## src/timer_xfer_cfg.svh

```systemverilog
// Constants for the timer transfer instruction block.
// Notes on behaviour
// - Control five read copies into A.
// - Control five write loads from A.
// - Control six read copies into A.
// - Control six write loads from A.
// - Prescaler read: high to B, low to A.
// - Prescaler write loads counter and reload from B:A.
// - First timer read: high to B, low to A.
// - First timer write loads counter and reload.
// - Second timer read: high to B, low to A.
// - Second timer write loads counter and reload.
// - Third timer read: high to B, low to A.
// - Third timer write loads counter and reload.
// - Fourth timer read: high to B, low to A.
// - Fourth timer write loads counter and low reload.
// - High reload write leaves fourth counter alone.
// - First reload-only write keeps counter unchanged.
// - Third reload-only write keeps counter unchanged.
// - Fourth counter takes its low reload value.
// - Aux write loads A into counter and reload.
`ifndef TIMER_XFER_CFG_SVH
`define TIMER_XFER_CFG_SVH

// ----------------------------------------
// Widths
// ----------------------------------------
`define TX_NIB_W 4
`define TX_PAIR_W 8
`define TX_OP_W 5

// ----------------------------------------
// Reset values
// ----------------------------------------
`define TX_CTRL_RST 4'h0
`define TX_PAIR_RST 8'h00
`define TX_AUX_RST 4'h0

// ----------------------------------------
// Storage cells, addressed by index
// ----------------------------------------
`define TX_CNT_N 5
`define TX_RLD_N 6
`define TX_IDX_PS 0
`define TX_IDX_T1 1
`define TX_IDX_T2 2
`define TX_IDX_T3 3
`define TX_IDX_T4 4
`define TX_IDX_R4H 5

`endif

```

## src/timer_xfer_pkg.sv

```systemverilog
// Types shared by the timer transfer instruction block.
`include "timer_xfer_cfg.svh"

package timer_xfer_pkg;

  // ----------------------------------------
  // Decoded instruction selector
  // ----------------------------------------
  typedef enum logic [`TX_OP_W-1:0] {
    OP_NONE = 5'b00000,
    OP_READ_TIMER_CTRL_FIVE = 5'b00001,
    OP_WRITE_TIMER_CTRL_FIVE = 5'b00010,
    OP_READ_TIMER_CTRL_SIX = 5'b00011,
    OP_WRITE_TIMER_CTRL_SIX = 5'b00100,
    OP_READ_PRESCALER_PAIR = 5'b00101,
    OP_WRITE_PRESCALER_PAIR = 5'b00110,
    OP_READ_FIRST_TIMER_PAIR = 5'b00111,
    OP_WRITE_FIRST_TIMER_PAIR = 5'b01000,
    OP_READ_SECOND_TIMER_PAIR = 5'b01001,
    OP_WRITE_SECOND_TIMER_PAIR = 5'b01010,
    OP_READ_THIRD_TIMER_PAIR = 5'b01011,
    OP_WRITE_THIRD_TIMER_PAIR = 5'b01100,
    OP_READ_FOURTH_TIMER_PAIR = 5'b01101,
    OP_WRITE_FOURTH_TIMER_PAIR = 5'b01110,
    OP_WRITE_FOURTH_HIGH_RELOAD = 5'b01111,
    OP_WRITE_FIRST_RELOAD_ONLY = 5'b10000,
    OP_WRITE_THIRD_RELOAD_ONLY = 5'b10001,
    OP_COPY_FOURTH_LOW_RELOAD = 5'b10010,
    OP_WRITE_AUX_TIMER = 5'b10011
  } tx_op_t;

endpackage

```

## src/nibble_pair_reg.sv

```systemverilog
// Eight-bit cell loaded as a high and a low nibble in one edge.
`timescale 1ns/1ps
`default_nettype none
`include "timer_xfer_cfg.svh"

module nibble_pair_reg (
  // Clock and reset.
  input wire logic i_clk,
  input wire logic i_rst,
  // Load strobe and nibbles.
  input wire logic i_load,
  input wire logic [`TX_NIB_W-1:0] i_hi,
  input wire logic [`TX_NIB_W-1:0] i_lo,
  // Stored value.
  output logic [`TX_PAIR_W-1:0] o_value
);

  logic [`TX_PAIR_W-1:0] value_r;

  // Both nibbles land on the same edge, so no half-written value is seen.
  always_ff @(posedge i_clk or posedge i_rst) begin
    if (i_rst) begin
      value_r <= `TX_PAIR_RST;
    end else if (i_load) begin
      value_r <= {i_hi, i_lo};
    end
  end

  assign o_value = value_r;

endmodule
`default_nettype wire

```

## src/timer_xfer_top.sv

```systemverilog
// Execution of timer transfer instructions between A, B and timer registers.
`timescale 1ns/1ps
`default_nettype none
`include "timer_xfer_cfg.svh"

module timer_xfer_top (
  // Clock and reset.
  input wire logic i_clk,
  input wire logic i_rst,
  // Instruction from the decoder, one cycle per instruction.
  input wire logic i_exec,
  input wire timer_xfer_pkg::tx_op_t i_op,
  // Current accumulator and B register.
  input wire logic [`TX_NIB_W-1:0] i_reg_a,
  input wire logic [`TX_NIB_W-1:0] i_reg_b,
  // Write-back to A and B, one cycle after the instruction.
  output logic o_a_load,
  output logic [`TX_NIB_W-1:0] o_a_data,
  output logic o_b_load,
  output logic [`TX_NIB_W-1:0] o_b_data,
  // Completion and side effects.
  output logic o_done,
  output logic o_skip,
  output logic o_carry_we,
  // Control registers.
  output logic [`TX_NIB_W-1:0] o_timer_ctrl_five,
  output logic [`TX_NIB_W-1:0] o_timer_ctrl_six,
  // Counters.
  output logic [`TX_PAIR_W-1:0] o_prescaler,
  output logic [`TX_PAIR_W-1:0] o_first_timer,
  output logic [`TX_PAIR_W-1:0] o_second_timer,
  output logic [`TX_PAIR_W-1:0] o_third_timer,
  output logic [`TX_PAIR_W-1:0] o_fourth_timer,
  output logic [`TX_NIB_W-1:0] o_aux_timer,
  // Reload registers.
  output logic [`TX_PAIR_W-1:0] o_prescaler_reload,
  output logic [`TX_PAIR_W-1:0] o_first_timer_reload,
  output logic [`TX_PAIR_W-1:0] o_second_timer_reload,
  output logic [`TX_PAIR_W-1:0] o_third_timer_reload,
  output logic [`TX_PAIR_W-1:0] o_fourth_timer_low_reload,
  output logic [`TX_PAIR_W-1:0] o_fourth_timer_high_reload,
  output logic [`TX_NIB_W-1:0] o_aux_timer_reload
);

  // ----------------------------------------
  // Decode helpers
  // ----------------------------------------

  // True when the instruction loads counter cell idx.
  function automatic logic cnt_we(input timer_xfer_pkg::tx_op_t op, input int idx);
    case (op)
      timer_xfer_pkg::OP_WRITE_PRESCALER_PAIR: cnt_we = (idx == `TX_IDX_PS);
      timer_xfer_pkg::OP_WRITE_FIRST_TIMER_PAIR: cnt_we = (idx == `TX_IDX_T1);
      timer_xfer_pkg::OP_WRITE_SECOND_TIMER_PAIR: cnt_we = (idx == `TX_IDX_T2);
      timer_xfer_pkg::OP_WRITE_THIRD_TIMER_PAIR: cnt_we = (idx == `TX_IDX_T3);
      timer_xfer_pkg::OP_WRITE_FOURTH_TIMER_PAIR: cnt_we = (idx == `TX_IDX_T4);
      timer_xfer_pkg::OP_COPY_FOURTH_LOW_RELOAD: cnt_we = (idx == `TX_IDX_T4);
      default: cnt_we = 1'b0;
    endcase
  endfunction

  // True when the instruction loads reload cell idx.
  function automatic logic rld_we(input timer_xfer_pkg::tx_op_t op, input int idx);
    case (op)
      timer_xfer_pkg::OP_WRITE_PRESCALER_PAIR: rld_we = (idx == `TX_IDX_PS);
      timer_xfer_pkg::OP_WRITE_FIRST_TIMER_PAIR: rld_we = (idx == `TX_IDX_T1);
      timer_xfer_pkg::OP_WRITE_FIRST_RELOAD_ONLY: rld_we = (idx == `TX_IDX_T1);
      timer_xfer_pkg::OP_WRITE_SECOND_TIMER_PAIR: rld_we = (idx == `TX_IDX_T2);
      timer_xfer_pkg::OP_WRITE_THIRD_TIMER_PAIR: rld_we = (idx == `TX_IDX_T3);
      timer_xfer_pkg::OP_WRITE_THIRD_RELOAD_ONLY: rld_we = (idx == `TX_IDX_T3);
      timer_xfer_pkg::OP_WRITE_FOURTH_TIMER_PAIR: rld_we = (idx == `TX_IDX_T4);
      timer_xfer_pkg::OP_WRITE_FOURTH_HIGH_RELOAD: rld_we = (idx == `TX_IDX_R4H);
      default: rld_we = 1'b0;
    endcase
  endfunction

  // ----------------------------------------
  // Storage
  // ----------------------------------------

  timer_xfer_pkg::tx_op_t op_eff;
  logic [`TX_PAIR_W-1:0] cnt [`TX_CNT_N];
  logic [`TX_PAIR_W-1:0] rld [`TX_RLD_N];
  logic [`TX_NIB_W-1:0] ctrl_five_r;
  logic [`TX_NIB_W-1:0] ctrl_six_r;
  logic [`TX_NIB_W-1:0] aux_r;
  logic [`TX_NIB_W-1:0] aux_reload_r;

  // An instruction only counts in the cycle that the decoder marks it.
  assign op_eff = i_exec ? i_op : timer_xfer_pkg::OP_NONE;

  // Counter cells; the fourth counter may instead take its low reload value.
  for (genvar gi = 0; gi < `TX_CNT_N; gi++) begin : g_cnt
    logic copy_low;
    assign copy_low = (op_eff == timer_xfer_pkg::OP_COPY_FOURTH_LOW_RELOAD);
    nibble_pair_reg u_cell (
      .i_clk(i_clk),
      .i_rst(i_rst),
      .i_load(cnt_we(op_eff, gi)),
      .i_hi(copy_low ? rld[`TX_IDX_T4][7:4] : i_reg_b),
      .i_lo(copy_low ? rld[`TX_IDX_T4][3:0] : i_reg_a),
      .o_value(cnt[gi])
    );
  end

  // Reload cells share the B:A data path with the counters.
  for (genvar gj = 0; gj < `TX_RLD_N; gj++) begin : g_rld
    nibble_pair_reg u_cell (
      .i_clk(i_clk),
      .i_rst(i_rst),
      .i_load(rld_we(op_eff, gj)),
      .i_hi(i_reg_b),
      .i_lo(i_reg_a),
      .o_value(rld[gj])
    );
  end

  // ----------------------------------------
  // Nibble registers
  // ----------------------------------------

  // Control registers five and six take A on their write instruction.
  always_ff @(posedge i_clk or posedge i_rst) begin
    if (i_rst) begin
      ctrl_five_r <= `TX_CTRL_RST;
      ctrl_six_r <= `TX_CTRL_RST;
    end else begin
      if (op_eff == timer_xfer_pkg::OP_WRITE_TIMER_CTRL_FIVE) begin
        ctrl_five_r <= i_reg_a;
      end
      if (op_eff == timer_xfer_pkg::OP_WRITE_TIMER_CTRL_SIX) begin
        ctrl_six_r <= i_reg_a;
      end
    end
  end

  // The auxiliary timer and its reload are written together from A.
  always_ff @(posedge i_clk or posedge i_rst) begin
    if (i_rst) begin
      aux_r <= `TX_AUX_RST;
      aux_reload_r <= `TX_AUX_RST;
    end else if (op_eff == timer_xfer_pkg::OP_WRITE_AUX_TIMER) begin
      aux_r <= i_reg_a;
      aux_reload_r <= i_reg_a;
    end
  end

  // ----------------------------------------
  // Read-back to A and B
  // ----------------------------------------

  // Reads sample the value before any write of the same edge; with one
  // instruction per cycle a read never races its own write.
  always_ff @(posedge i_clk or posedge i_rst) begin
    if (i_rst) begin
      o_a_load <= 1'b0;
      o_b_load <= 1'b0;
      o_a_data <= `TX_AUX_RST;
      o_b_data <= `TX_AUX_RST;
    end else begin
      o_a_load <= 1'b0;
      o_b_load <= 1'b0;
      case (op_eff)
        timer_xfer_pkg::OP_READ_TIMER_CTRL_FIVE: begin
          o_a_load <= 1'b1;
          o_a_data <= ctrl_five_r;
        end
        timer_xfer_pkg::OP_READ_TIMER_CTRL_SIX: begin
          o_a_load <= 1'b1;
          o_a_data <= ctrl_six_r;
        end
        timer_xfer_pkg::OP_READ_PRESCALER_PAIR: begin
          {o_b_load, o_a_load} <= 2'h3;
          {o_b_data, o_a_data} <= cnt[`TX_IDX_PS];
        end
        timer_xfer_pkg::OP_READ_FIRST_TIMER_PAIR: begin
          {o_b_load, o_a_load} <= 2'h3;
          {o_b_data, o_a_data} <= cnt[`TX_IDX_T1];
        end
        timer_xfer_pkg::OP_READ_SECOND_TIMER_PAIR: begin
          {o_b_load, o_a_load} <= 2'h3;
          {o_b_data, o_a_data} <= cnt[`TX_IDX_T2];
        end
        timer_xfer_pkg::OP_READ_THIRD_TIMER_PAIR: begin
          {o_b_load, o_a_load} <= 2'h3;
          {o_b_data, o_a_data} <= cnt[`TX_IDX_T3];
        end
        timer_xfer_pkg::OP_READ_FOURTH_TIMER_PAIR: begin
          {o_b_load, o_a_load} <= 2'h3;
          {o_b_data, o_a_data} <= cnt[`TX_IDX_T4];
        end
        default: begin
        end
      endcase
    end
  end

  // Every instruction here finishes in one cycle and never skips or
  // touches carry; the flags stay low so the core sequencer can OR them in.
  always_ff @(posedge i_clk or posedge i_rst) begin
    if (i_rst) begin
      o_done <= 1'b0;
      o_skip <= 1'b0;
      o_carry_we <= 1'b0;
    end else begin
      o_done <= (op_eff != timer_xfer_pkg::OP_NONE);
      o_skip <= 1'b0;
      o_carry_we <= 1'b0;
    end
  end

  // ----------------------------------------
  // Register outputs
  // ----------------------------------------

  assign o_timer_ctrl_five = ctrl_five_r;
  assign o_timer_ctrl_six = ctrl_six_r;
  assign o_prescaler = cnt[`TX_IDX_PS];
  assign o_first_timer = cnt[`TX_IDX_T1];
  assign o_second_timer = cnt[`TX_IDX_T2];
  assign o_third_timer = cnt[`TX_IDX_T3];
  assign o_fourth_timer = cnt[`TX_IDX_T4];
  assign o_aux_timer = aux_r;
  assign o_prescaler_reload = rld[`TX_IDX_PS];
  assign o_first_timer_reload = rld[`TX_IDX_T1];
  assign o_second_timer_reload = rld[`TX_IDX_T2];
  assign o_third_timer_reload = rld[`TX_IDX_T3];
  assign o_fourth_timer_low_reload = rld[`TX_IDX_T4];
  assign o_fourth_timer_high_reload = rld[`TX_IDX_R4H];
  assign o_aux_timer_reload = aux_reload_r;
endmodule
`default_nettype wire

```

## config.mk

```make
export PLATFORM = sky130hd
export DESIGN_NAME = timer_xfer_top
export DESIGN_NICKNAME = d
export VERILOG_FILES = /design/src/timer_xfer_pkg.sv /design/src/nibble_pair_reg.sv /design/src/timer_xfer_top.sv
export VERILOG_INCLUDE_DIRS = /design/src /design/src/src
export SDC_FILE = /design/constraint.sdc
export NUM_CORES = 1
export LEC_CHECK = 0
export BUFFER_PORTS_ARGS = -buffer_cell sky130_fd_sc_hd__buf_2
export CORE_MARGIN = 3
export CORE_UTILIZATION = 50
export CTS_CLUSTER_DIAMETER = 200
export DETAILED_ROUTE_END_ITERATION = 7
export GPL_TIMING_DRIVEN = 0
export PLACE_DENSITY = 0.74
export SLEW_MARGIN = 20
export SYNTH_ARGS = -nofsm -noshare
export SYNTH_HDL_FRONTEND = slang
export SYNTH_SLANG_ARGS = --single-unit
```

## constraint.sdc

```tcl
create_clock -name i_clk -period 3.6 [get_ports i_clk]
set_clock_uncertainty 0.15 [all_clocks]
set_input_delay 0.18 -clock i_clk [delete_from_list [all_inputs] [get_ports i_clk]]
set_output_delay 0.18 -clock i_clk [all_outputs]
set_load 0.03 [all_outputs]
```

==> impl_metrics.yaml <==
job:
  max_cap_violations: 0
placed_design:
  placement.setup.worst_slack_ps: 1660
  place_hpwl_um: 9210
  io_buffer_count: 127
  numPlacedInstances: 631
  globalplace.congestion: 0.898
critical_path:
  critical-path-slowest-cell: "dlygate4sd3_1"
  end_kind: "register"
  crit_type: "input pin to register"
  crit_path_frequent_cell: "buf_2"
  path_depth: 8
  critical-path-max-stage-delay_ps: 520
  timing.critical_path.arrival_ps: 2140
  crit-reg2reg-launch: "g_cnt[1].u_cell.o_value[3]"
  critPathRequiredTime_ps: 3690
  critical_path.startpoint: "i_exec"
  critical_path.top_delay_family: "buffers and inverters"
  worstRegToRegCells: 3
  critical_path_peak_fanout: 10
  cp_cell_sequence: "dlygate4sd3_1 > buf_2 > and2b_1 > and4b_1 > buf_2 > buf_6 > mux2i_1 > a21oi_1"
  worstPathBufferInverterCount: 4
  critPathLaunchType: "input pin"
clock_network:
  clk_root_buffer_cell: "clkbuf_8"
  ctsResizeCount: 0
  post-cts-setup-buffers: 0
  htreeDepth: 3
  hold_buffers: 6
  cts_tree: "yes"
  clock_latency_ps: 360
  cts.reportedPaths.clkPinSlew_ps: 100
  cts.sinks: 111
  cts_max_path_buffers: 2
  numCtsBuffers: 9
hold_path:
  timing.hold.worst_path_depth: 3
  hold_start: "i_op[0]"
  min_path_type: "input pin to register"
power_and_ir_drop:
  ir_worst_vdd_mv: 0.334
  power.density_nw_per_um2: 623
  power.leakage_nw: 2.99
grt:
  first_global_vias: 3725
  globalRouteTotalUtil_pct: 23.3
  grt_antenna_before_repair: 0
  grt_max_degree: 59
  grt_overflow: 0
  grt_first_pass_wirelength_um: 20200
timing:
  timing.final.crit_share_pct: 56.8
  report.final.setup_viol: 0
  finalMaxSlewViolations: 0
  layout_setup_ws_ps: 1550
  rsz_0062_raised_after_global_routing: "false"
  post-route-min-period_ps: 2050
  worst-slew-pin-transition_ps: 542
  final-hold-violation-count: 0
  achievable-frequency_mhz: 489
  maxSlewHeadroom_pct: 63.8
floorplanning:
  pin_count: 133
  dieArea_um2: 11000
  floorplan.rows: 35
  dieWidth_um: 105
  core_um2: 9370
  chip_height_um: 105
  effective_utilization_at_floorplan_pct: 52.1
yosys:
  number_of_synthesized_flops_with_an_enable_pin: 0
  synthCells: 373
  post_synth.cell_area_avg_um2: 13.1
  yosys_register_bits: 111
  synth-warning-count: 0
  yosysSeqAreaShare_pct: 56.9
  syn_std_cell_area_um2: 4880
  dominantRegCellSynth: "dfrtp_1"
  asyncSetResetFlopFracSynth_pct: 100
  synth.distinct_cells: 46
finish:
  number_of_standard_cells_in_the_layout_taps_in_and_fillers_out: 653
  fin_nets: 535
  fraction_of_final_layout_cells_with_drive_strength_greater_than_1_pct: 47.7
  multi_input_area_um2: 1890
  area_delta_synth_final_pct: 22.1
  layout_common_cells: "buf_2, dfrtp_1, mux2_2"
  antenna_cells_inserted: 0
  layout.filler_cells: 753
  final_common_cell: "buf_2"
  sequential_cell_area_um2: 2780
routing:
  ant_nets: 0
  drt_pre_antenna_iters: 4
  detailed_route_via_count: 3548
  detail_route.iter0.violations: 212
  routed_via_density: 5.43
  avgRoutedWirePerCell_um: 19.1
  drt-total-wl_um: 12500
  drc: 0
outcome:
  outcome: "finished, final reports clean"
[metal layers]
metal | part of all wire [%] | global-route usage, % | vias up
met2 | 49 | 38.1 | 137
li1 | - | - | 1620
met1 | 42 | 30.9 | 1764
met4 | 2.4 | 8.62 | 0
met5 | 0 | 0 | -
met3 | 6.7 | 4.69 | 27
[where the power goes]
group / switching, W / internal [W] / total (W)
Combinational: 0.000867 / 0.000431 / 0.00130
Sequential: 0.000197 / 0.00151 / 0.00171
Clock: 0.000409 / 0.000292 / 0.000700
Total: 0.00147 / 0.00224 / 0.00371
[worst paths after layout]
check | endpoint | slack, ps
max | g_cnt[1].u_cell.o_value[7] | 1550
min | o_done | 40
max reg2reg | o_a_data[3] | 2230
min reg2reg | g_rld[0].u_cell.o_value[0] | 360
max in group asynchronous | o_a_data[3] | 2390
min in group asynchronous | g_rld[3].u_cell.o_value[6] | 250
[sequential cells by signal (all words and copies together) (netlist names)]
name / cells
g_rld.u_cell.o_value: 48
g_cnt.u_cell.o_value: 40
o_a_data: 4
o_aux_timer_reload: 4
o_b_data: 4
o_timer_ctrl_five: 4
o_timer_ctrl_six: 4
o_a_load: 1
o_b_load: 1
o_done: 1
[kinds of logic (layout without fill, tap and decap cells)]
logic type	Yosys count	count (layout)	synth area share, %
flops	111	111	56.9
mux	96	96	22.2
xor+xnor	2	2	0.359
other cells	1	2	0.0769
simple gates	73	73	8.57
buf+inv	33	183	4.31
compound gates	57	57	7.51
[synth_stat cells, types with 2 or more instances]
library cell,number,area share (%)
a21oi_1,16,1.6
a221oi_1,4,0.72
a22oi_1,9,1.4
a2bb2oi_1,2,0.36
a31oi_1,5,0.64
a32oi_1,4,0.72
and2_1,4,0.51
and2b_1,3,0.46
and3b_1,2,0.36
buf_2,11,1.1
buf_4,7,1.1
buf_6,6,1.4
clkbuf_1,6,0.46
dfrtp_1,111,57
inv_1,2,0.15
mux2_2,67,15
mux2_4,8,2.5
mux2i_1,21,4.3
nand2_1,18,1.4
nand3_1,4,0.41
nor2_1,24,1.8
nor2b_1,3,0.38
o211ai_1,3,0.46
o21ai_0,4,0.41
o21ai_1,8,0.82
[tightest hold or removal path, stage by stage]
cell      delay, ps
buf_2           110
nor2_1           70
a21boi_0        140
[per-stage QoR]
stage / hold slack (ps) / cell area [µm²] / setup TNS [ps] / utilization, % / total power [W]
floorplan: 179 / 4880 / 0 / - / 0.00260
detailed placement: 115 / 5710 / 0 / 60.9 / 0.00303
CTS: 33.1 / 5960 / 0 / 63.6 / 0.00373
global placement: 314 / 5680 / -87150 / 60.6 / 0.00300
finish: 38.3 / 5960 / 0 / 63.6 / 0.00371
global route: 54.5 / 5960 / 0 / 63.6 / 0.00389
[final cells by class]
cell class	instances	area share, %
Tap cell	129	2.71
Sequential cell	111	46.6
Inverter	2	0.210
Clock inverter	4	0.483
Multi-Input combinational cell	230	31.8
Clock buffer	12	2.61
Buffer	31	3.40
Timing Repair Buffer	134	12.1
Power figures use the tool's default switching activity.
